<file path="config.mk">
export PLATFORM = sky130hd
export DESIGN_NAME = tpbx_exchanger
export DESIGN_NICKNAME = d
export VERILOG_FILES = /design/src/tpbx_pkg.sv /design/src/tpbx_exchanger.sv
export SDC_FILE = /design/constraint.sdc
export NUM_CORES = 1
export LEC_CHECK = 0
export BUFFER_PORTS_ARGS = -buffer_cell sky130_fd_sc_hd__buf_2
export CORE_MARGIN = 1
export CORE_UTILIZATION = 50
export CTS_CLUSTER_DIAMETER = 200
export CTS_CLUSTER_SIZE = 40
export DETAILED_ROUTE_END_ITERATION = 10
export GPL_TIMING_DRIVEN = 0
export PLACE_DENSITY = 0.81
export SLEW_MARGIN = 20
export SYNTH_ARGS = -nofsm -noshare
export SYNTH_HDL_FRONTEND = slang
export SYNTH_SLANG_ARGS = --single-unit
</file>
<file path="constraint.sdc">
create_clock -name CLOCK -period 12.2 [get_ports CLOCK]
set_input_delay 2.44 -clock CLOCK [delete_from_list [all_inputs] [get_ports CLOCK]]
set_output_delay 2.44 -clock CLOCK [all_outputs]
set_load 0.05 [all_outputs]
</file>
<file path="src/tpbx_pkg.sv">
/*
 * shared constants for the three-port bus exchanger.
 * assumes one 50 MHz system clock; all port pins are asynchronous to it.
 */
package tpbx_pkg;

    // ***************************************************************
    // widths and indices
    // ***************************************************************
    localparam int TPBX_WIDTH = 18;
    localparam int TPBX_PORTS = 3;
    localparam int TPBX_IDX_A = 0;
    localparam int TPBX_IDX_B = 1;
    localparam int TPBX_IDX_C = 2;

    // ***************************************************************
    // reset values
    // ***************************************************************
    localparam logic [17:0] TPBX_STORE_RST = 18'h00000;
    localparam logic [17:0] TPBX_OUT_RST = 18'h00000;
    localparam logic TPBX_DRIVE_RST = 1'b0;
    // drive enable pins idle released, matching a pulled-up enable
    localparam logic TPBX_OE_N_RST = 1'b1;

    // ***************************************************************
    // timing: synchroniser depth and pin-to-pin latency in cycles
    // ***************************************************************
    localparam int TPBX_SYNC_STAGES = 2;
    localparam int TPBX_STORE_LATENCY = 3;
    localparam int TPBX_OUT_LATENCY = 4;

endpackage

</file>
<file path="src/tpbx_exchanger.sv">
/*
 * three-port bus exchanger: per-port storage element (transparent, held or
 * edge-captured) and per-port output selection from the other two elements.
 * assumes: every port pin is asynchronous to CLOCK and is synchronised here; the
 * capture clocks stay high and low for at least two CLOCK periods each; the
 * testbench resolves each two-way port from its output and output enable.
 */
`timescale 1ns/1ns

module tpbx_exchanger
    import tpbx_pkg::*;
(
    input wire logic CLOCK,
    input wire logic SYS_RST,
    input wire logic [17:0] PORT_A_IN,
    output logic [17:0] PORT_A_OUT,
    output logic PORT_A_OE,
    input wire logic [17:0] PORT_B_IN,
    output logic [17:0] PORT_B_OUT,
    output logic PORT_B_OE,
    input wire logic [17:0] PORT_C_IN,
    output logic [17:0] PORT_C_OUT,
    output logic PORT_C_OE,
    input wire logic PORT_A_DRIVE_ENABLE_N,
    input wire logic PORT_B_DRIVE_ENABLE_N,
    input wire logic PORT_C_DRIVE_ENABLE_N,
    input wire logic PORT_A_SOURCE_SELECT,
    input wire logic PORT_B_SOURCE_SELECT,
    input wire logic PORT_C_SOURCE_SELECT,
    input wire logic PORT_A_TRANSPARENT,
    input wire logic PORT_B_TRANSPARENT,
    input wire logic PORT_C_TRANSPARENT,
    input wire logic PORT_A_CAPTURE_CLOCK,
    input wire logic PORT_B_CAPTURE_CLOCK,
    input wire logic PORT_C_CAPTURE_CLOCK
);

    // ***************************************************************
    // functions
    // ***************************************************************
    // storage element next value
    function automatic logic [17:0] store_next(
        input logic transparent,
        input logic rise,
        input logic [17:0] pins,
        input logic [17:0] held
    );
        logic [17:0] res;
        res = held;
        if (transparent) begin
            res = pins;
        end else if (rise) begin
            res = pins;
        end
        return res;
    endfunction

    // two-way source pick for an output port
    function automatic logic [17:0] pick_source(
        input logic sel,
        input logic [17:0] src_high,
        input logic [17:0] src_low
    );
        return sel ? src_high : src_low;
    endfunction

    // ***************************************************************
    // pin gathering
    // ***************************************************************
    wire [17:0] pins_raw [TPBX_PORTS];
    wire [TPBX_PORTS-1:0] oe_n_raw;
    wire [TPBX_PORTS-1:0] sel_raw;
    wire [TPBX_PORTS-1:0] le_raw;
    wire [TPBX_PORTS-1:0] clk_raw;

    // pins are the resolved wire level, so a driving port sees its own value
    assign pins_raw[TPBX_IDX_A] = PORT_A_IN;
    assign pins_raw[TPBX_IDX_B] = PORT_B_IN;
    assign pins_raw[TPBX_IDX_C] = PORT_C_IN;
    assign oe_n_raw = {PORT_C_DRIVE_ENABLE_N, PORT_B_DRIVE_ENABLE_N, PORT_A_DRIVE_ENABLE_N};
    assign sel_raw = {PORT_C_SOURCE_SELECT, PORT_B_SOURCE_SELECT, PORT_A_SOURCE_SELECT};
    assign le_raw = {PORT_C_TRANSPARENT, PORT_B_TRANSPARENT, PORT_A_TRANSPARENT};
    assign clk_raw = {PORT_C_CAPTURE_CLOCK, PORT_B_CAPTURE_CLOCK, PORT_A_CAPTURE_CLOCK};

    // ***************************************************************
    // synchronisers
    // ***************************************************************
    // data and controls share one depth so a capture edge samples data of the same instant
    logic [17:0] pins_meta_reg [TPBX_PORTS];
    logic [17:0] pins_s_reg [TPBX_PORTS];
    logic [TPBX_PORTS-1:0] oe_n_meta_reg, oe_n_s_reg;
    logic [TPBX_PORTS-1:0] sel_meta_reg, sel_s_reg;
    logic [TPBX_PORTS-1:0] le_meta_reg, le_s_reg;
    logic [TPBX_PORTS-1:0] clk_meta_reg, clk_s_reg, clk_prev_reg;

    always_ff @(posedge CLOCK or posedge SYS_RST) begin
        if (SYS_RST) begin
            for (int p = 0; p < TPBX_PORTS; p++) begin
                pins_meta_reg[p] <= TPBX_STORE_RST;
                pins_s_reg[p] <= TPBX_STORE_RST;
            end
            oe_n_meta_reg <= {TPBX_PORTS{TPBX_OE_N_RST}};
            oe_n_s_reg <= {TPBX_PORTS{TPBX_OE_N_RST}};
            sel_meta_reg <= '0;
            sel_s_reg <= '0;
            le_meta_reg <= '0;
            le_s_reg <= '0;
            clk_meta_reg <= '0;
            clk_s_reg <= '0;
            clk_prev_reg <= '0;
        end else begin
            for (int p = 0; p < TPBX_PORTS; p++) begin
                pins_meta_reg[p] <= pins_raw[p];
                pins_s_reg[p] <= pins_meta_reg[p];
            end
            oe_n_meta_reg <= oe_n_raw;
            oe_n_s_reg <= oe_n_meta_reg;
            sel_meta_reg <= sel_raw;
            sel_s_reg <= sel_meta_reg;
            le_meta_reg <= le_raw;
            le_s_reg <= le_meta_reg;
            clk_meta_reg <= clk_raw;
            clk_s_reg <= clk_meta_reg;
            clk_prev_reg <= clk_s_reg;
        end
    end

    // ***************************************************************
    // storage elements
    // ***************************************************************
    // each port uses only its own clock and transparent input
    wire [TPBX_PORTS-1:0] clk_rise = clk_s_reg & ~clk_prev_reg;
    logic [17:0] store_reg [TPBX_PORTS];
    logic [17:0] store_next_w [TPBX_PORTS];

    always_comb begin
        for (int p = 0; p < TPBX_PORTS; p++) begin
            // transparent follows pins rising edge captures
            // otherwise hold
            store_next_w[p] = store_next(le_s_reg[p], clk_rise[p], pins_s_reg[p], store_reg[p]);
        end
    end

    always_ff @(posedge CLOCK or posedge SYS_RST) begin
        if (SYS_RST) begin
            for (int p = 0; p < TPBX_PORTS; p++) begin
                store_reg[p] <= TPBX_STORE_RST;
            end
        end else begin
            for (int p = 0; p < TPBX_PORTS; p++) begin
                store_reg[p] <= store_next_w[p];
            end
        end
    end

    // ***************************************************************
    // output selection
    // ***************************************************************
    // one element may feed both other ports at once
    wire [17:0] src_a = pick_source(sel_s_reg[TPBX_IDX_A], store_reg[TPBX_IDX_C],
                                    store_reg[TPBX_IDX_B]);
    wire [17:0] src_b = pick_source(sel_s_reg[TPBX_IDX_B], store_reg[TPBX_IDX_A],
                                    store_reg[TPBX_IDX_C]);
    wire [17:0] src_c = pick_source(sel_s_reg[TPBX_IDX_C], store_reg[TPBX_IDX_B],
                                    store_reg[TPBX_IDX_A]);
    wire [TPBX_PORTS-1:0] drive_next = ~oe_n_s_reg;

    logic [17:0] out_a_reg, out_b_reg, out_c_reg;
    logic [TPBX_PORTS-1:0] drive_reg;

    always_ff @(posedge CLOCK or posedge SYS_RST) begin
        if (SYS_RST) begin
            out_a_reg <= TPBX_OUT_RST;
            out_b_reg <= TPBX_OUT_RST;
            out_c_reg <= TPBX_OUT_RST;
            drive_reg <= {TPBX_PORTS{TPBX_DRIVE_RST}};
        end else begin
            // data keeps tracking while released; only the enable gates the pin
            out_a_reg <= src_a;
            out_b_reg <= src_b;
            out_c_reg <= src_c;
            drive_reg <= drive_next;
        end
    end

    assign PORT_A_OUT = out_a_reg;
    assign PORT_B_OUT = out_b_reg;
    assign PORT_C_OUT = out_c_reg;
    assign PORT_A_OE = drive_reg[TPBX_IDX_A];
    assign PORT_B_OE = drive_reg[TPBX_IDX_B];
    assign PORT_C_OE = drive_reg[TPBX_IDX_C];
endmodule

</file>
==> results of run 1 <==
==> how the worst max path moves through the flow <==
stage                             start            end
after floorplan                 SYS_RST  PORT_A_OUT[0]
after global placement          SYS_RST   drive_reg[0]
after detailed placement        SYS_RST  PORT_A_OUT[4]
after CTS                 PORT_A_OUT[8]  PORT_A_OUT[8]
after global routing      PORT_A_OUT[8]  PORT_A_OUT[8]
final                     PORT_A_OUT[8]  PORT_A_OUT[8]
==> cell families (layout without fill, tap and decap cells) <==
logic type | after synthesis | count (layout) | share of synthesized area
buffers and inverters | 16 | 156 | 0.0162
flip-flops | 246 | 246 | 0.804
multiplexers | 108 | 108 | 0.173
AO/OA/AOI/OAI | 3 | 3 | 0.00637
==> synthesized netlist by cell type, drive strengths merged <==
cell and n:
dfrtp 240, buf 9, a21oi 3, inv 7, dfstp 6, mux2 108
==> report_power, final <==
| part | switching [mW] | internal, mW |
|---|---|---|
| Combinational | 0.138 | 0.0709 |
| Clock | 0.230 | 0.170 |
| Sequential | 0.0273 | 0.879 |
==> per-layer routing <==
layer	routed length (um)	global-route usage
met1	5340	0.218
met2	6460	0.287
met4	259	0.0454
met3	386	0.0204
met5	0	0
==> stage by stage <==
step	hold WS [ns]	util	std cells	total power, mW
4_1_cts	0.296	0.603	697	1.53
5_1_grt	0.290	0.603	697	1.58
3_3_place_gp	0.332	0.577	681	1.12
6_report	0.295	0.603	697	1.52
2_1_floorplan	0.331	-	373	1.07
3_5_place_dp	0.335	0.581	683	1.13
==> layout make-up <==
| cell class | count | area share |
|---|---|---|
| flip-flops and latches | 246 | 0.693 |
| multi-input cells | 111 | 0.155 |
| repair buffers | 126 | 0.0760 |
| clock buffers | 13 | 0.0318 |
| well taps | 184 | 0.0259 |
| plain buffers | 9 | 0.0110 |
| inverters | 7 | 0.00380 |
| clock inverters | 1 | 0.00338 |
==> cell usage in the layout, fill, tap and decap left out <==
cell / n
mux2_4: 30
buf_2: 127
mux2_2: 78
clkbuf_1: 2
inv_2: 3
clkinv_16: 1
dfrtp_1: 240
dfstp_2: 6
buf_12: 3
inv_1: 3
clkbuf_16: 11
inv_8: 1
a21oi_4: 3
buf_4: 3
buf_16: 2
==> results.md, run 1 <==
* Layout cell share with drive strength beyond 1 at 0.522
* Hold_sp: pins_meta_reg[30]
* Multi-input gate area at 1380 um^2
* Postcts setup bufs at 0
* Min Clock Period, post-route at 3.56 ns
* Yosys cell types at 10
* Via density at approximately 4.8
* Total core area at 14800 um^2
* Hold Path End: pins_s_reg[30]
* First-pass GRT wire length at 19800 um
* CP Class: register to output pin
* Slew headroom at 0.678
* Area grow syn2layout at 16.0%
* CP cell instances: buf_2
* Crit-path slowest cell: dfrtp_1
* Final Max Slew Viols at 0
* Gpl congestion at 0.742
* DRT iter0 DRCs at 168
* Post-layout net count at 579
* Initial Util at 0.520
* CP endpoint kind: output pin
* Crit path largest cell delay at approximately 0.38 ns
* PwrDens at 170 nW/um^2
* Die area at 15800 um^2
* Pre-CTS setup slack at about 8.5 ns
* Seq/Total Area, Yosys at 0.804
* Worst Hold Path Cells at 0
* Final setup violating endpoints at 0
* Yosys warnings at 0
* Vias in the first global route at approximately 3700
* CTS Buffer Depth at 3
* Max cap viols at 0
* Crit path max fanout at 1
* Peak Freq at 281 MHz
* HP Class: register to register
* Net Count, Synth at 441
* FF+latch count, synth at between 200 and 250
* Gr usage total at 0.164
* Final WS setup at ~8.6 ns
* Worst Path Arrival at 1.12 ns
* Measured slew at the worst slew-check pin at around 0.48 ns
* Hold-fix buffer count after cts at 0
* TNS Setup at 0 ns
* Unrepaired setup endpoints after global routing: false
* Placed wire-length estimate at 8280 um
* Overflow after GRT at 0
* Via count at between 3000 and 4000
* Num rows at 44
* Antenna violations before repair at 0
* Worst path depth at 1
* # DRC at 0
* Root Buffer: clkbuf_16
* Fillers at 1064
* Io pins at 125
* Type of origin of the critical path: register
* # port buffers at 124
* R2r startpoint: clk_s_reg[0]
* Post-cts repair resize count at 0
* Cells after Synth at 373
* ANT cells at 0
* Clock transition at the registers of the reported paths at 0.13 ns
* Worst VDD drop at 0.000164 V
* Fin crit share at 0.292
* Worst R2R Path Depth at 3
* Final Instance Area at 8890 um^2
* Chip height at 126 um
* CTS tree: built
* Yosys top cell by area: dfrtp_1
* DRT Pass-1 Iters at 4
* Clk_lat worst skew at 0.48 ns
* H-Tree Depth at 1
* Top delay family on crit path: flip-flops
* Top area cells in the synthesized netlist: dfrtp_1 (78%), mux2_2 (11%), mux2_4 (5.9%)
* Status: finished, final reports clean
* Sink Count at roughly 250
* Syn avg cell area at between 20 and 25 um^2
* Reg-to-reg setup timing slack at 10.71 ns
* Largest net degree at the start of global routing at 92
* Reg2reg end: store_reg[36]
* Wire per inst at 17.9 um
* Mapped Area at 7660 um^2
* Worst Path Buf+Inv at 1
* Placed Area at 8580 um^2
* Die X at around 130 um
* Pleak at about 4.2 nW
* Critical path required time at 9.76 ns
* Top-area cell type share of the netlist area at 0.784
* ANT nets after route at 0
* Sequential cell area at between 6000 and 7000 um^2
* Skew final at 0.0484 ns
* Cts bufs inserted at 10
* Hold Fails Final Rpt at 0
* Detailed Route WL at about 12000 um
(Power assumes the default switching activity.)
==> run 2: changes to the inputs <==
ABC_AREA = 1   (was unset)
clock period = 3.59 ns   (was 12.2 ns; I/O delays follow)
==> results.md, run 2 <==
* Status: finished, final reports clean (unchanged)
* Final setup violating endpoints at 0 (unchanged)
* Final Max Slew Viols at 0 (unchanged)
* Fin crit share at 0.520
* TNS Setup at 0 ns (unchanged)
* FF+latch count, synth at 246 (unchanged)
* Die area at 16000 um^2 (was 15800 um^2)
* DRT Pass-1 Iters at 5 (was 4)
* Via count at 4364 (was 3325)
* Syn avg cell area at 13.1 um^2 (was 20.5 um^2)
* Unrepaired setup endpoints after global routing: false (unchanged)
* ANT cells at 0 (unchanged)
* Type of origin of the critical path: register (unchanged)
* Largest net degree at the start of global routing at 42 (was 92)
* Cells after Synth at 589 (was 373)
* Yosys warnings at 0 (unchanged)
* Most used DFF post-synth: dfrtp_1 (unchanged)
* First-pass GRT wire length at 22200 um (was 19800 um)
* CP cell instances: buf_2 (unchanged)
* Critical path required time at 2.87 ns (was 9.76 ns)
* Die X at 126 um (about the same)
* Slew headroom at 0.616 (was 0.678)
* Crit-path slowest cell: dfrtp_1 (unchanged)
* Gr usage total at 0.179 (was 0.164)
* Postcts setup bufs at 0 (unchanged)
* Multiplexer share of the synthesized area at 0 (was 0.173)
* Top-area cell type share of the netlist area at 0.777 (was 0.784)
* Multi-input gate area at 1240 um^2 (was 1380 um^2)
* Pre-CTS setup slack at 1.76 ns (was 8.46 ns)
* Antenna violations before repair at 0 (unchanged)
* Vias in the first global route at 4327 (was 3650)
* Hold-fix buffer count after cts at 0 (unchanged)
* Peak Freq at between 500 and 600 MHz
* Max cap viols at 0 (unchanged)
* Worst VDD drop at 0.000489 V (was 0.000164 V)
* Total design power at 5.10 mW (was 1.52 mW)
* Compound-cell area share of the yosys netlist at 0.0349 (was 0.00637)
* Net Count, Synth at 657 (was 441)
* Area grow syn2layout at 17.0% (was 16.0%)
* Pleak at 4.61 nW (was 4.16 nW)
* Clock transition at the registers of the reported paths at 0.14 ns (was 0.13 ns)
* Measured slew at the worst slew-check pin at 0.575 ns (was 0.483 ns)
* Via density at 4.73 (was 4.77)
* Worst Path Arrival at 1.15 ns (was 1.12 ns)
* Cts bufs inserted at 10 (unchanged)
* Placed wire-length estimate at 9970 um (was 8280 um)
* CP endpoint kind: output pin (unchanged)
* CTS tree: built (unchanged)
* Yosys cell types at 19 (was 10)
* Most frequent cells in the layout: dfrtp_1 (240), nand2_1 (138), buf_2 (131) (was dfrtp_1 (240), buf_2 (127), mux2_2 (78))
* # DRC at 0 (unchanged)
* # port buffers at 124 (unchanged)
* Min Clock Period, post-route at 1.87 ns
* Total core area at 15100 um^2 (was 14800 um^2)
* Crit path largest cell delay at 0.40 ns (was 0.38 ns)
* Crit path max fanout at 1 (unchanged)
* ANT nets after route at 0 (unchanged)
* Yosys top cell by area: dfrtp_1 (unchanged)
* Io pins at 125 (unchanged)
* Wire per inst at 14.8 um (was 17.9 um)
* Top area cells in the synthesized netlist: dfrtp_1 (78%), nand2_1 (6.7%), nand3_1 (3.5%) (was dfrtp_1 (78%), mux2_2 (11%), mux2_4 (5.9%))
* Overflow after GRT at 0 (unchanged)
* Post-Synth Adder-Cell Area at 0 (unchanged)
* Mapped Area at 7730 um^2 (was 7660 um^2)
* Post-Synth XOR/XNOR Area at 0 (unchanged)
* Placed Cells at 908 (was 683)
* Initial Util at 0.511 (was 0.520)
* Detailed Route WL at 13600 um (was 12400 um)
* Post-cts repair resize count at 0 (unchanged)
* Commonest non-fill, non-tap cell in the layout: dfrtp_1 (unchanged)
* Async S/R FF share, synth at 1.00 (unchanged)
* Commonest cells in the netlist: dfrtp_1 (240), nand2_1 (138), nand3_1 (54), inv_1 (42), o21ai_0 (36) (was dfrtp_1 (240), mux2_2 (78), mux2_4 (30), dfstp_2 (6), inv_1 (4))
* Chip height at 126 um (about the same)
* Non-Filler Instances at 922 (was 697)
* Layout cell share with drive strength beyond 1 at 0.255 (was 0.522)
* Clk_lat worst skew at 0.48 ns (about the same)
* Skew final at 0.0539 ns (was 0.0484 ns)
* PwrDens at 563 nW/um^2 (was 170 nW/um^2)
* Sequential cell area at 6160 um^2 (unchanged)
* Top delay family on crit path: flip-flops (unchanged)
* DRT iter0 DRCs at 332 (was 168)
* Root Buffer: clkbuf_16 (unchanged)
* Num rows at 45 (was 44)
* Combinational family with the most area after synthesis: simple AND/OR/NAND/NOR gates (was multiplexers)
* Post-layout net count at 800 (was 579)
* Gpl congestion at 0.802 (was 0.742)
* Final WS setup at 1.72 ns (was 8.64 ns)
* HP Class: primary input to asynchronous set/reset pin (was register to register)
* Hold Fails Final Rpt at 0 (unchanged)
* Post-synth EDFFs at 0 (unchanged)
* Simple-gate area share of the yosys netlist at 0.125 (was 0)
* Sink Count at 246 (unchanged)
* Leading cell type by number of instances after synthesis: dfrtp_1 (unchanged)
* Fillers at 1171 (was 1064)
* CP Class: register to output pin (unchanged)
* H-Tree Depth at 1 (unchanged)
* Seq/Total Area, Yosys at 0.797 (was 0.804)
* Worst Path Buf+Inv at 1 (unchanged)
* CTS Buffer Depth at 3 (unchanged)
[run 2: area by class of cell]
type,instances,share of cell area
buffer,21,0.0172
clock buffer,13,0.0313
clock inverter,1,0.00332
inverter,46,0.0198
multi-input combinational,276,0.137
sequential,246,0.681
tap,188,0.0260
timing repair buffer,131,0.0841
[run 2: logic make-up after synthesis]
kind of cell           count (synthesis)
DFF                                  246
buffers and inverters                 67
and+or+nand+nor                      222
AOI/OAI and AO/OA                     54
[run 2: power breakdown]
group	switching, mW	internal, mW
clock network	0.797	0.579
registers	0.0984	2.97
logic	0.478	0.168
total	1.37	3.72
[run 2: per-stage QoR]
stage          hold WS [ns]  utilization  cell area [um^2]
3_3_place_gp          0.333        0.567              8590
5_1_grt               0.297        0.597              9050
6_report              0.277        0.597              9050
3_5_place_dp          0.335        0.577              8730
2_1_floorplan         0.331            -              7740
4_1_cts               0.286        0.597              9050
[run 2: final timing paths]
path / from / endpoint / slack, ns / cells after the start
min in group CLOCK: le_meta_reg[0] / le_s_reg[0] / 0.31 / 0
min reg2reg: le_meta_reg[0] / le_s_reg[0] / 0.31 / 0
max in group asynchronous: SYS_RST / pins_s_reg[8] / 2.33 / 5
max reg2reg: sel_s_reg[0] / PORT_A_OUT[7] / 2.41 / 3
min: SYS_RST / pins_s_reg[33] / 0.28 / 2
max: PORT_C_OUT[6] / PORT_C_OUT[6] / 1.72 / 1
[run 2: layer usage]
metal / track usage / part of all wire / wire length [um] / vias up
li1: - / - / - / 2116
met1: 0.253 / 0.45 / 6190 / 2125
met2: 0.292 / 0.48 / 6540 / 99
met3: 0.0236 / 0.035 / 472 / 24
met4: 0.0595 / 0.030 / 415 / 0
met5: 0 / 0 / 0 / -
==> run 3: changes to the inputs <==
clock period = 1.8 ns   (was 3.59 ns; I/O delays follow)
==> results.md, run 3 (same netlist as run 2, synthesis figures left out) <==
* Hold Fails Final Rpt at 0 (unchanged)
* Vias in the first global route at 4612 (was 4327)
* Gr usage total at 0.190 (was 0.179)
* Worst Hold Path Cells at 1
* Total design power at 10.3 mW (was 5.10 mW)
* CP cell instances: buf_2 (unchanged)
* Crit-path slowest cell: dfrtp_1 (unchanged)
* Root Buffer: clkbuf_16 (unchanged)
* Crit path largest cell delay at 0.41 ns (was 0.40 ns)
* Worst VDD drop at 0.000975 V (was 0.000489 V)
* TNS Setup at 0 ns (unchanged)
* R2r startpoint: sel_s_reg[0] (unchanged)
* Final setup violating endpoints at 0 (unchanged)
* Reg-to-reg setup timing slack at 0.62 ns (was 2.41 ns)
* Hold-fix buffer count after cts at 61 (was 0)
* Gpl congestion at 0.802 (unchanged)
* Wire per inst at 14.7 um (was 14.8 um)
* Overflow after GRT at 0 (unchanged)
* Detailed Route WL at 14400 um (was 13600 um)
* HP Class: primary input to register (was primary input to asynchronous set/reset pin)
* Pre-CTS setup slack at 0.326 ns (was 1.76 ns)
* Worst R2R Path Depth at 3 (unchanged)
* Max cap viols at 0 (unchanged)
* Clock transition at the registers of the reported paths at 0.13 ns (was 0.14 ns)
* Hold_sp: PORT_A_CAPTURE_CLOCK
* Worst Path Arrival at 1.17 ns (was 1.15 ns)
* DRT iter0 DRCs at 303 (was 332)
* Unrepaired setup endpoints after global routing: false (unchanged)
* Measured slew at the worst slew-check pin at 0.569 ns (was 0.575 ns)
* Worst Path Buf+Inv at 1 (unchanged)
* Post-layout util at 0.638 (was 0.597)
* # DRC at 0 (unchanged)
* Reg2reg end: PORT_A_OUT[7] (unchanged)
* CTS Buffer Depth at 3 (unchanged)
* Final WS setup at 0.274 ns (was 1.72 ns)
* Post-layout net count at 861 (was 800)
* Placed wire-length estimate at 9970 um (unchanged)
* Largest net degree at the start of global routing at 42 (unchanged)
* Total core area at 15100 um^2 (unchanged)
* Die X at 126 um (unchanged)
* Most frequent cells in the layout: dfrtp_1 (240), nand2_1 (138), buf_2 (131) (unchanged)
* Die area at 16000 um^2 (unchanged)
* Status: finished, final reports clean (unchanged)
* Area grow syn2layout at 24.9% (was 17.0%)
* Postcts setup bufs at 0 (unchanged)
* Min Clock Period, post-route at 1.53 ns
* CP endpoint kind: output pin (unchanged)
* Pleak at 4.87 nW (was 4.61 nW)
* Peak Freq at between 600 and 700 MHz
* Via count at 4598 (was 4364)
* ANT nets after route at 0 (unchanged)
* Num rows at 45 (unchanged)
* DRT Pass-1 Iters at 4 (was 5)
* Fin crit share at 0.848
* CP Class: register to output pin (unchanged)
* Via density at 4.68 (was 4.73)
* Critical path required time at 1.44 ns (was 2.87 ns)
* Io pins at 125 (unchanged)
* Sink Count at 246 (unchanged)
* Chip height at 126 um (unchanged)
* Final Max Slew Viols at 0 (unchanged)
* Type of origin of the critical path: register (unchanged)
* Cts bufs inserted at 10 (unchanged)
* ANT cells at 0 (unchanged)
* # port buffers at 124 (unchanged)
* Slew headroom at 0.620 (was 0.616)
* PwrDens at 1060 nW/um^2 (was 563 nW/um^2)
* Commonest non-fill, non-tap cell in the layout: dfrtp_1 (unchanged)
* H-Tree Depth at 1 (unchanged)
* Skew final at 0.0537 ns (was 0.0539 ns)
* Layout cell share with drive strength beyond 1 at 0.235 (was 0.255)
* CTS tree: built (unchanged)
* Post-cts repair resize count at 0 (unchanged)
* Crit path max fanout at 1 (unchanged)
* Hold Path End: clk_meta_reg[0]
* Antenna violations before repair at 0 (unchanged)
* First-pass GRT wire length at 23600 um (was 22200 um)
* Clk_lat worst skew at 0.48 ns (about the same)
* Initial Util at 0.511 (unchanged)
* Top delay family on crit path: flip-flops (unchanged)
## run 3: worst max-delay path by stage
| stage | from | endpoint | slack [ns] | cells past startpoint |
|---|---|---|---|---|
| 2_1_floorplan | SYS_RST | PORT_A_OUT[0] | -1.79 | 1 |
| 3_3_place_gp | SYS_RST | pins_s_reg[2] | -2.93 | 2 |
| 3_5_place_dp | SYS_RST | PORT_B_OUT[5] | 0.33 | 5 |
| 4_1_cts | PORT_B_OUT[11] | PORT_B_OUT[11] | 0.27 | 1 |
| 5_1_grt | SYS_RST | PORT_B_OUT[7] | 0.17 | 6 |
| 6_report | PORT_B_OUT[11] | PORT_B_OUT[11] | 0.27 | 1 |
## run 3: through the flow
stage               cells  hold slack, ns  instance area, um^2
finish                983          0.0289                 9660
global route          983          0.0211                 9660
CTS                   983          0.0209                 9660
detailed placement    908           0.335                 8730
global placement      901           0.333                 8590
floorplan             589           0.331                 7740
## run 3: metal layers
metal / up-vias / wire length, um / global-route usage
li1: 2234 / - / -
met1: 2240 / 6480 / 0.265
met2: 96 / 7040 / 0.315
met3: 28 / 401 / 0.0215
met4: 0 / 507 / 0.0687
met5: - / 0 / 0
## run 3: final cells by class
class | instances | area [um^2]
timing repair buffer | 192 | 1370
fill | 1101 | 5490
clock buffer | 13 | 283
clock inverter | 1 | 30.0
tap | 188 | 235
buffer | 21 | 155
inverter | 46 | 179
sequential | 246 | 6160
multi-input combinational | 276 | 1240
## run 3: power by group
group | internal [mW] | switching [mW] | total (mW)
clock network | 1.16 | 1.60 | 2.75
registers | 5.93 | 0.198 | 6.13
logic | 0.421 | 0.974 | 1.40
total | 7.51 | 2.77 | 10.3
